--- config.mk ---
export PLATFORM = sky130hd
export DESIGN_NAME = icr_top
export DESIGN_NICKNAME = d
export VERILOG_FILES = /design/src/rtl/icr_pkg.sv /design/src/rtl/icr_edge_if.sv /design/src/rtl/icr_sync.sv /design/src/rtl/icr_edge_det.sv /design/src/rtl/icr_top.sv
export SDC_FILE = /design/constraint.sdc
export NUM_CORES = 1
export LEC_CHECK = 0
export ABC_CLOCK_PERIOD_IN_PS = 2500
export BUFFER_PORTS_ARGS = -buffer_cell sky130_fd_sc_hd__buf_2
export CORE_ASPECT_RATIO = 0.5
export CORE_MARGIN = 5
export CORE_UTILIZATION = 51
export DETAILED_ROUTE_END_ITERATION = 10
export HOLD_SLACK_MARGIN = 0.08
export PLACE_DENSITY_LB_ADDON = 0.05
export SLEW_MARGIN = 15
export SYNTH_ARGS = -nofsm -noshare
export SYNTH_HDL_FRONTEND = slang
export SYNTH_SLANG_ARGS = --single-unit
--- constraint.sdc ---
create_clock -name clk -period 2.5 [get_ports clk]
set_clock_uncertainty 0.1 [all_clocks]
set_input_delay 0.375 -clock clk [delete_from_list [all_inputs] [get_ports clk]]
set_output_delay 0.375 -clock clk [all_outputs]
set_load 0.02 [all_outputs]
--- src/rtl/icr_pkg.sv ---
package icr_pkg;

   // avalon byte offsets, one aligned word each
   localparam logic [4:0] OFF_MAIN = 5'h00;
   localparam logic [4:0] OFF_SECOND = 5'h04;
   localparam logic [4:0] OFF_STATUS = 5'h08;
   localparam logic [4:0] OFF_MASK = 5'h0C;

   localparam int unsigned REG_W = 8;
   localparam int unsigned EV_W = 3;
   localparam int unsigned PB_W = 4;

   // main control register fields
   localparam int unsigned B_GIE_HIGH = 7;
   localparam int unsigned B_PERIPH_LOW = 6;
   localparam int unsigned B_T0_EN = 5;
   localparam int unsigned B_E0_EN = 4;
   localparam int unsigned B_PC_EN = 3;
   localparam int unsigned B_T0_FLAG = 2;
   localparam int unsigned B_E0_FLAG = 1;
   localparam int unsigned B_PC_FLAG = 0;

   // second control register fields
   localparam int unsigned B_PULLUP_DIS = 7;
   localparam int unsigned B_E0_EDGE = 6;
   localparam int unsigned B_E1_EDGE = 5;
   localparam int unsigned B_T0_PRIO = 2;
   localparam int unsigned B_PC_PRIO = 0;

   localparam logic [7:0] MAIN_RST = 8'h00;
   localparam logic [7:0] SECOND_RST = 8'hE5;
   localparam logic [7:0] SECOND_IMPL = 8'hE5;

   // sticky status / mask layout
   localparam int unsigned ST_T0 = 0;
   localparam int unsigned ST_E0 = 1;
   localparam int unsigned ST_PC = 2;
   localparam logic [2:0] STATUS_RST = 3'h0;
   localparam logic [2:0] MASK_RST = 3'h0;

   typedef enum logic [1:0] {
      ICR_BUS_IDLE = 2'b01,
      ICR_BUS_ACK = 2'b10
   } icr_bus_state_t;

endpackage

--- src/rtl/icr_edge_if.sv ---
`timescale 1ns/1ps
`default_nettype none
interface icr_edge_if;
   logic level;
   logic rise_sel;
   logic hit;
   modport det (input level, input rise_sel, output hit);
   modport ctl (output level, output rise_sel, input hit);
endinterface
`default_nettype wire

--- src/rtl/icr_sync.sv ---
`timescale 1ns/1ps
`default_nettype none
module icr_sync #(
   parameter int W = 1
) (
   input wire logic clk,
   input wire logic rst_n,
   input wire logic [W-1:0] din,
   output logic [W-1:0] dout
);
   logic [W-1:0] meta_q;
   logic [W-1:0] sync_q;

   always_ff @(posedge clk or negedge rst_n) begin
      if (!rst_n) begin
         meta_q <= '0;
         sync_q <= '0;
      end else begin
         meta_q <= din;
         sync_q <= meta_q;
      end
   end

   assign dout = sync_q;
endmodule
`default_nettype wire

--- src/rtl/icr_edge_det.sv ---
`timescale 1ns/1ps
`default_nettype none
module icr_edge_det (
   input wire logic clk,
   input wire logic rst_n,
   icr_edge_if.det e
);
   logic prev_q;
   logic prev_d;
   logic [2:0] arm_q;
   logic [2:0] arm_d;

   always_comb begin
      prev_d = e.level;
      arm_d = {arm_q[1:0], 1'b1};
   end

   always_ff @(posedge clk or negedge rst_n) begin
      if (!rst_n) begin
         prev_q <= 1'b0;
         arm_q <= 3'h0;
      end else begin
         prev_q <= prev_d;
         arm_q <= arm_d;
      end
   end

   // synchroniser resets low; a pin idling high would look like a rising edge
   // until both the synced level and the previous level hold real pin values
   assign e.hit = arm_q[2] & (e.rise_sel ? (e.level & ~prev_q) : (~e.level & prev_q));
endmodule
`default_nettype wire

--- src/rtl/icr_top.sv ---
// Decided for this implementation: register access over Avalon-MM and the address map.
`timescale 1ns/1ps
`default_nettype none
module icr_top (
   input wire logic clk,
   input wire logic rst_n,
   input wire logic [4:0] avs_address,
   input wire logic avs_read,
   input wire logic avs_write,
   input wire logic [31:0] avs_writedata,
   input wire logic [3:0] avs_byteenable,
   output logic [31:0] avs_readdata,
   output logic avs_waitrequest,
   input wire logic timer0_overflow,
   input wire logic ext0_pin,
   input wire logic [3:0] port_b_a_upper,
   input wire logic port_b_read,
   input wire logic [7:0] port_b_latch,
   input wire logic priority_mode_enable,
   input wire logic periph_pend_high,
   input wire logic periph_pend_low,
   input wire logic irq_taken,
   input wire logic irq_taken_high,
   output logic irq_req_high,
   output logic irq_req_low,
   output logic [7:0] port_b_pullup_en,
   output logic ext1_edge_select,
   output logic irq
);

   // pin synchronisers
   logic [4:0] pin_raw;
   logic [4:0] pin_sync;
   logic ext0_lvl;
   logic [3:0] pb_sync;

   assign pin_raw = {ext0_pin, port_b_a_upper};

   icr_sync #(
      .W(5)
   ) u_sync (
      .clk(clk),
      .rst_n(rst_n),
      .din(pin_raw),
      .dout(pin_sync)
   );

   assign ext0_lvl = pin_sync[4];
   assign pb_sync = pin_sync[3:0];

   // register state
   logic [7:0] main_q;
   logic [7:0] main_d;
   logic [7:0] second_q;
   logic [7:0] second_d;
   logic [2:0] status_q;
   logic [2:0] status_d;
   logic [2:0] mask_q;
   logic [2:0] mask_d;
   logic [3:0] snap_q;
   logic [3:0] snap_d;
   logic mism_q;
   logic mism_d;

   // ext0 edge detection
   icr_edge_if ext0_e ();

   assign ext0_e.level = ext0_lvl;
   assign ext0_e.rise_sel = second_q[icr_pkg::B_E0_EDGE];

   icr_edge_det u_ext0 (
      .clk(clk),
      .rst_n(rst_n),
      .e(ext0_e)
   );

   // bus slave state
   icr_pkg::icr_bus_state_t bus_q;
   icr_pkg::icr_bus_state_t bus_d;
   logic [31:0] rdata_q;
   logic [31:0] rdata_d;

   logic req_v;
   logic acked;
   logic sel_main;
   logic sel_second;
   logic sel_status;
   logic sel_mask;
   logic wr_fire;
   logic [7:0] wd;
   logic [7:0] rd_mux;

   assign req_v = avs_read | avs_write;
   assign acked = (bus_q == icr_pkg::ICR_BUS_ACK);
   assign avs_waitrequest = req_v & ~acked;
   assign wr_fire = avs_write & acked & avs_byteenable[0];
   assign wd = avs_writedata[7:0];

   assign sel_main = (avs_address == icr_pkg::OFF_MAIN);
   assign sel_second = (avs_address == icr_pkg::OFF_SECOND);
   assign sel_status = (avs_address == icr_pkg::OFF_STATUS);
   assign sel_mask = (avs_address == icr_pkg::OFF_MASK);

   // readback; unmapped offsets read zero
   always_comb begin
      rd_mux = 8'h00;
      if (sel_main) begin
         rd_mux = main_q;
      end else if (sel_second) begin
         rd_mux = second_q & icr_pkg::SECOND_IMPL;
      end else if (sel_status) begin
         rd_mux = {5'h00, status_q};
      end else if (sel_mask) begin
         rd_mux = {5'h00, mask_q};
      end
   end

   always_comb begin
      bus_d = bus_q;
      rdata_d = rdata_q;
      case (bus_q)
         icr_pkg::ICR_BUS_IDLE: begin
            if (req_v) begin
               bus_d = icr_pkg::ICR_BUS_ACK;
               rdata_d = {24'h000000, rd_mux};
            end
         end
         icr_pkg::ICR_BUS_ACK: begin
            bus_d = icr_pkg::ICR_BUS_IDLE;
         end
         default: begin
            bus_d = icr_pkg::ICR_BUS_IDLE;
         end
      endcase
   end

   always_ff @(posedge clk or negedge rst_n) begin
      if (!rst_n) begin
         bus_q <= icr_pkg::ICR_BUS_IDLE;
         rdata_q <= 32'h00000000;
      end else begin
         bus_q <= bus_d;
         rdata_q <= rdata_d;
      end
   end

   assign avs_readdata = rdata_q;

   // events
   logic ev_t0;
   logic ev_e0;
   logic mismatch;
   logic ev_pc;
   logic [2:0] ev_vec;

   assign ev_t0 = timer0_overflow;
   assign ev_e0 = ext0_e.hit;
   assign mismatch = (pb_sync != snap_q);
   assign ev_pc = mismatch & ~mism_q;
   assign ev_vec = {ev_pc, ev_e0, ev_t0};

   // global enable clear on interrupt entry
   logic clr_high;
   logic clr_low;

   always_comb begin
      clr_high = 1'b0;
      clr_low = 1'b0;
      if (irq_taken) begin
         if (!priority_mode_enable || irq_taken_high) begin
            clr_high = 1'b1;
         end else begin
            clr_low = 1'b1;
         end
      end
   end

   // register next values; hardware sets win over software clears
   always_comb begin
      main_d = main_q;
      second_d = second_q;
      status_d = status_q;
      mask_d = mask_q;
      snap_d = snap_q;
      mism_d = mismatch;
      if (wr_fire && sel_main) begin
         main_d = wd;
      end
      if (wr_fire && sel_second) begin
         second_d = wd & icr_pkg::SECOND_IMPL;
      end
      if (ev_t0) begin
         main_d[icr_pkg::B_T0_FLAG] = 1'b1;
      end
      if (ev_e0) begin
         main_d[icr_pkg::B_E0_FLAG] = 1'b1;
      end
      if (mismatch) begin
         main_d[icr_pkg::B_PC_FLAG] = 1'b1;
      end
      if (clr_high) begin
         main_d[icr_pkg::B_GIE_HIGH] = 1'b0;
      end
      if (clr_low) begin
         main_d[icr_pkg::B_PERIPH_LOW] = 1'b0;
      end
      if (wr_fire && sel_status) begin
         status_d = status_q & ~wd[2:0];
      end
      status_d = status_d | ev_vec;
      if (wr_fire && sel_mask) begin
         mask_d = wd[2:0];
      end
      if (port_b_read) begin
         snap_d = pb_sync;
      end
   end

   always_ff @(posedge clk or negedge rst_n) begin
      if (!rst_n) begin
         main_q <= icr_pkg::MAIN_RST;
         second_q <= icr_pkg::SECOND_RST;
         status_q <= icr_pkg::STATUS_RST;
         mask_q <= icr_pkg::MASK_RST;
         snap_q <= 4'h0;
         mism_q <= 1'b0;
      end else begin
         main_q <= main_d;
         second_q <= second_d;
         status_q <= status_d;
         mask_q <= mask_d;
         snap_q <= snap_d;
         mism_q <= mism_d;
      end
   end

   // vectoring requests
   logic gie_high;
   logic periph_low;
   logic pend_t0;
   logic pend_e0;
   logic pend_pc;
   logic t0_prio;
   logic pc_prio;
   logic hi_src;
   logic lo_src;
   logic req_high_q;
   logic req_high_d;
   logic req_low_q;
   logic req_low_d;
   logic [7:0] pullup_q;
   logic [7:0] pullup_d;
   logic irq_q;
   logic irq_d;

   assign gie_high = main_q[icr_pkg::B_GIE_HIGH];
   assign periph_low = main_q[icr_pkg::B_PERIPH_LOW];
   assign pend_t0 = main_q[icr_pkg::B_T0_FLAG] & main_q[icr_pkg::B_T0_EN];
   assign pend_e0 = main_q[icr_pkg::B_E0_FLAG] & main_q[icr_pkg::B_E0_EN];
   assign pend_pc = main_q[icr_pkg::B_PC_FLAG] & main_q[icr_pkg::B_PC_EN];
   assign t0_prio = second_q[icr_pkg::B_T0_PRIO];
   assign pc_prio = second_q[icr_pkg::B_PC_PRIO];

   // ext0 has no priority bit and is always high level
   assign hi_src = (pend_t0 & t0_prio) | pend_e0 | (pend_pc & pc_prio) | periph_pend_high;
   assign lo_src = (pend_t0 & ~t0_prio) | (pend_pc & ~pc_prio) | periph_pend_low;

   always_comb begin
      req_high_d = 1'b0;
      req_low_d = 1'b0;
      if (priority_mode_enable) begin
         req_high_d = gie_high & hi_src;
         req_low_d = gie_high & periph_low & lo_src;
      end else begin
         // all sources to one level, priority bits ignored
         req_high_d = gie_high & (pend_t0 | pend_e0 | pend_pc
                      | (periph_low & (periph_pend_high | periph_pend_low)));
      end
      // entry clears the enable this cycle, so drop the request too
      if (irq_taken) begin
         req_high_d = 1'b0;
         req_low_d = 1'b0;
      end
      if (second_q[icr_pkg::B_PULLUP_DIS]) begin
         pullup_d = 8'h00;
      end else begin
         pullup_d = port_b_latch;
      end
      irq_d = |(status_q & mask_q);
   end

   always_ff @(posedge clk or negedge rst_n) begin
      if (!rst_n) begin
         req_high_q <= 1'b0;
         req_low_q <= 1'b0;
         pullup_q <= 8'h00;
         irq_q <= 1'b0;
      end else begin
         req_high_q <= req_high_d;
         req_low_q <= req_low_d;
         pullup_q <= pullup_d;
         irq_q <= irq_d;
      end
   end

   assign irq_req_high = req_high_q;
   assign irq_req_low = req_low_q;
   assign port_b_pullup_en = pullup_q;
   assign ext1_edge_select = second_q[icr_pkg::B_E1_EDGE];
   assign irq = irq_q;

endmodule
`default_nettype wire

==> metrics.md <==
| Metric | Value |
|---|---|
| WL/cell | 14.2 um |
| Yosys warning count | 0 |
| Maximum vdd drop | 0.000446 V |
| Pin count of the biggest net entering global routing | 24 |
| Clock buffer depth | 2 |
| ANT cells | 0 |
| Multiplexer share of the synthesized area | 12.1% |
| Chip width | 110 um |
| Syn Inst Count | 195 |
| Tmin final | roughly 1700 ps |
| Layout cells sized above 1 | 38.2% |
| Overall global routing resource usage | 16.7% |
| Initial Util | 52.1% |
| First-pass GRT wire length | 8090 um |
| Combinational share of power | 14.6% |
| FILL cells | between 400 and 500 |
| Post-synthesis compound-gate area fraction | 7.51% |
| Row count | 18 |
| Data required, critical path | around 2700 ps |
| DRT met1 WL | 2170 um |
| Reg power frac | ~50% |
| Slowest cell delay on critical path | ~540 ps |
| Port-buffer cells | 58 |
| Dpl hpwl | 3740 um |
| Worst Setup SP | bus_q[0] |
| Area Overhead vs Synth | 21.1% |
| Uppermost routed layer | met4 |
| Final wirelength | about 5000 um |
| Worst skew pair latency | 330 ps |
| Sequential fraction of the synthesis area | between 50 and 60% |
| Flip-flop and latch count after synthesis | 59 |
| Clk slew on worst S/H paths | 70 ps |
| Clk network pwr share | 35.1% |
| CP bufs+invs | 0 |
| Critical path cell sequence | and4b_1, nand3_1, mux2_2 |
| Remaining Overflow, GRT | 0 |
| Cell Count, Final, Fillers Out | 345 |
| Async set-or-reset flop fraction in the synthesized netlist | 100% |
| Worst Setup Path Type | flip-flop to flip-flop |
| Sum Neg Setup Slack | 0 ps |
| Clk root buf | clkbuf_8 |
| Vias per cell | roughly 5 |
| Switch share | 29.2% |
| Post-route ant nets | 0 |
| Met3 WL | 455 um |
| Adder-cell area share of the yosys netlist | 0% |
| Nets | 335 |
| NetSw | 625 uW |
| Worst hold start | port_b_latch[2] |
| Largest family of logic cells by synthesized area | multiplexers |
| Slew margin rel. | 50.4% |
| Vias | 1717 |
| Critical Path Sink Type | flip-flop |
| Placed Cells | 323 |
| Initial antenna violation count | 0 |
| Placer congestion estimate | about 0.81 |
| Unique masters post-synth | 41 |
| Cell family with the largest share of critical-path delay | simple AND/OR/NAND/NOR gates |
| Worst hold path class | input pin to flip-flop |
| Post-synth top area share | 52.4% |
| Drt drc | 0 |
| IO Pins | between 100 and 150 |
| Post-Synth XOR/XNOR Area | 1.38% |
| Period utilization | 68.4% |
| Tightest Pin Transition | 739 ps |
| Die height | 59.8 um |
| Mapped cell area | 2530 um^2 |
| Initial DRC Count | between 40 and 50 |
| RSZ-0062 raised after global routing | no |
| Leak | 0.00148 uW |
| Mapped Avg Cell Area | 13.0 um^2 |
| Drt first pass iters | 4 |
| Die area | 6560 um^2 |
| Post-layout util | 63.1% |
| Post-CTS setup buffers | 0 |
| # H-tree levels | 3 |
| Post-synth EDFFs | 0 |
| Slowest CP cell | dfstp_2 |
| Core Box Area | 4860 um^2 |
| Setup-failing EPs final | 0 |
| Cts bufs inserted | 9 |
| Final Hold Fails | 0 |
| Run status | finished, final reports clean |
| Leading area contributor after synthesis | dfrtp_1 |
| Top FF cell, synth | dfrtp_1 |
| Pins Over Slew Limit | 0 |
| FMAX | 0.584 GHz |
| R2R Path Start | bus_q[0] |
| Max-cap violations | 0 |
| Post-cts gate resize count | 0 |
| Int Pwr | between 1500 and 2000 uW |
| Number of global-route vias before repair | 1677 |
| Largest cells by area after synthesis | dfrtp_1 52%, buf_4 7.1%, mux2_2 7.1% |
| CP startpoint kind | flip-flop |
| Wire length on met2 | 2260 um |
| Critical Path AT | 1860 ps |
| Simple logic cell fraction of the synthesized area | 11.3% |
| Clock sinks | 59 |
| CTS tree | done |
| Pwr Density | 698 nW/um^2 |
| Worst-path fanout max | 7 |
-- layout by cell type, fill, tap and decap left out, types with 2 or more instances in the layout --
master,synthesis,final
nor2b_1,12,12
clkinv_2,0,2
dfrtp_1,53,53
a21oi_1,3,3
clkbuf_8,0,9
nor4_1,2,2
mux4_2,2,2
xor2_1,4,4
dfstp_2,6,6
nand3b_1,2,2
clkinv_4,0,3
buf_4,24,3
inv_1,10,10
conb_1,2,25
o2bb2ai_1,7,7
nand4_1,4,4
nor3_1,3,3
mux2_2,16,16
nand2_1,3,3
nor2_1,3,3
and4b_1,2,2
dlygate4sd3_1,0,6
buf_2,0,58
nand3_1,4,4
o21ai_0,5,5
mux2i_1,8,8
-- worst register-to-register path, stage by stage (launching register included) --
cell and delay [ps]:
dfstp_2 540, and4b_1 300, nand3_1 320, mux2_2 390
-- layout make-up --
type	count	area, um^2	area share, %
Clock buffer	9	124	4.04
Clock inverter	7	52.6	1.71
Inverter	10	37.5	1.22
Multi-Input combinational cell	123	910	29.6
Sequential cell	59	1480	48.4
Tap cell	70	87.6	2.85
Timing Repair Buffer	67	373	12.2
-- path summary, 6_finish.rpt --
path | slack [ps] | depth (start not counted) | endpoint
max in group asynchronous | 1200 | 3 | bus_q[0]
setup / recovery | 790 | 3 | second_q[6]
hold / removal | 160 | 2 | port_b_pullup_en[2]
min in group asynchronous | 430 | 2 | port_b_pullup_en[5]
hold reg to reg | 250 | 0 | u_sync.dout[0]
setup reg to reg | 790 | 3 | second_q[6]
-- sequential cells by signal (all words and copies together) (netlist names) --
signal	cells
avs_readdata	8
bus_q	2
irq	1
irq_req_high	1
irq_req_low	1
main_q	8
mask_q	3
mism_q	1
port_b_pullup_en	8
second_q	5
snap_q	4
status_q	3
u_ext0.arm_q	3
u_ext0.prev_q	1
u_sync.dout	5
u_sync.meta_q	5
-- what timing repair did --
action                     CTS  global route
hold endpoints to repair    19             0
setup endpoints to repair    0             0
hold buffers                 6             0
-- per-stage QoR --
| stage | setup WS (ps) | total power [uW] | area, um^2 | hold WS [ps] |
|---|---|---|---|---|
| 2_1_floorplan | 733 | 1310 | 2620 | -20.6 |
| 3_3_place_gp | 469 | 1390 | 2830 | 231 |
| 3_5_place_dp | 476 | 1400 | 2830 | 236 |
| 4_1_cts | 788 | 2170 | 3070 | 149 |
| 5_1_grt | 742 | 2260 | 3070 | 151 |
| 6_report | 789 | 2140 | 3070 | 164 |
-- per-layer routing --
metal / vias up / global-route usage (%)
li1: 802 / -
met1: 838 / 20.9
met2: 73 / 27.1
met3: 4 / 6.58
met4: 0 / 4.80
met5: - / 0
-- power groups by stage --
stage | logic [uW] | registers [uW] | clock network (uW)
floorplan | 193 | 1110 | 0
global placement | 303 | 1090 | 0
detailed placement | 308 | 1090 | 0
CTS | 316 | 1080 | 773
global route | 346 | 1090 | 821
finish | 314 | 1080 | 751
-- cells in the mapped netlist, types with 2 or more instances --
master and count:
buf_4 24, nand2_1 3, o2bb2ai_1 7, nor2b_1 12
o21ai_0 5, nand4_1 4, dfstp_2 6, nor2_1 3
xor2_1 4, nor4_1 2, mux2i_1 8, inv_1 10
mux2_2 16, dfrtp_1 53, and4b_1 2, a21oi_1 3
mux4_2 2, nor3_1 3, nand3_1 4, nand3b_1 2
conb_1 2
-- cells by family (layout without fill, tap and decap cells) --
family,Yosys count,in the layout
simple gates,42,42
mux,26,26
xor+xnor,4,4
flops,59,59
other cells,2,25
compound gates,26,26
buf+inv,36,93
Power figures use the tool's default switching activity.
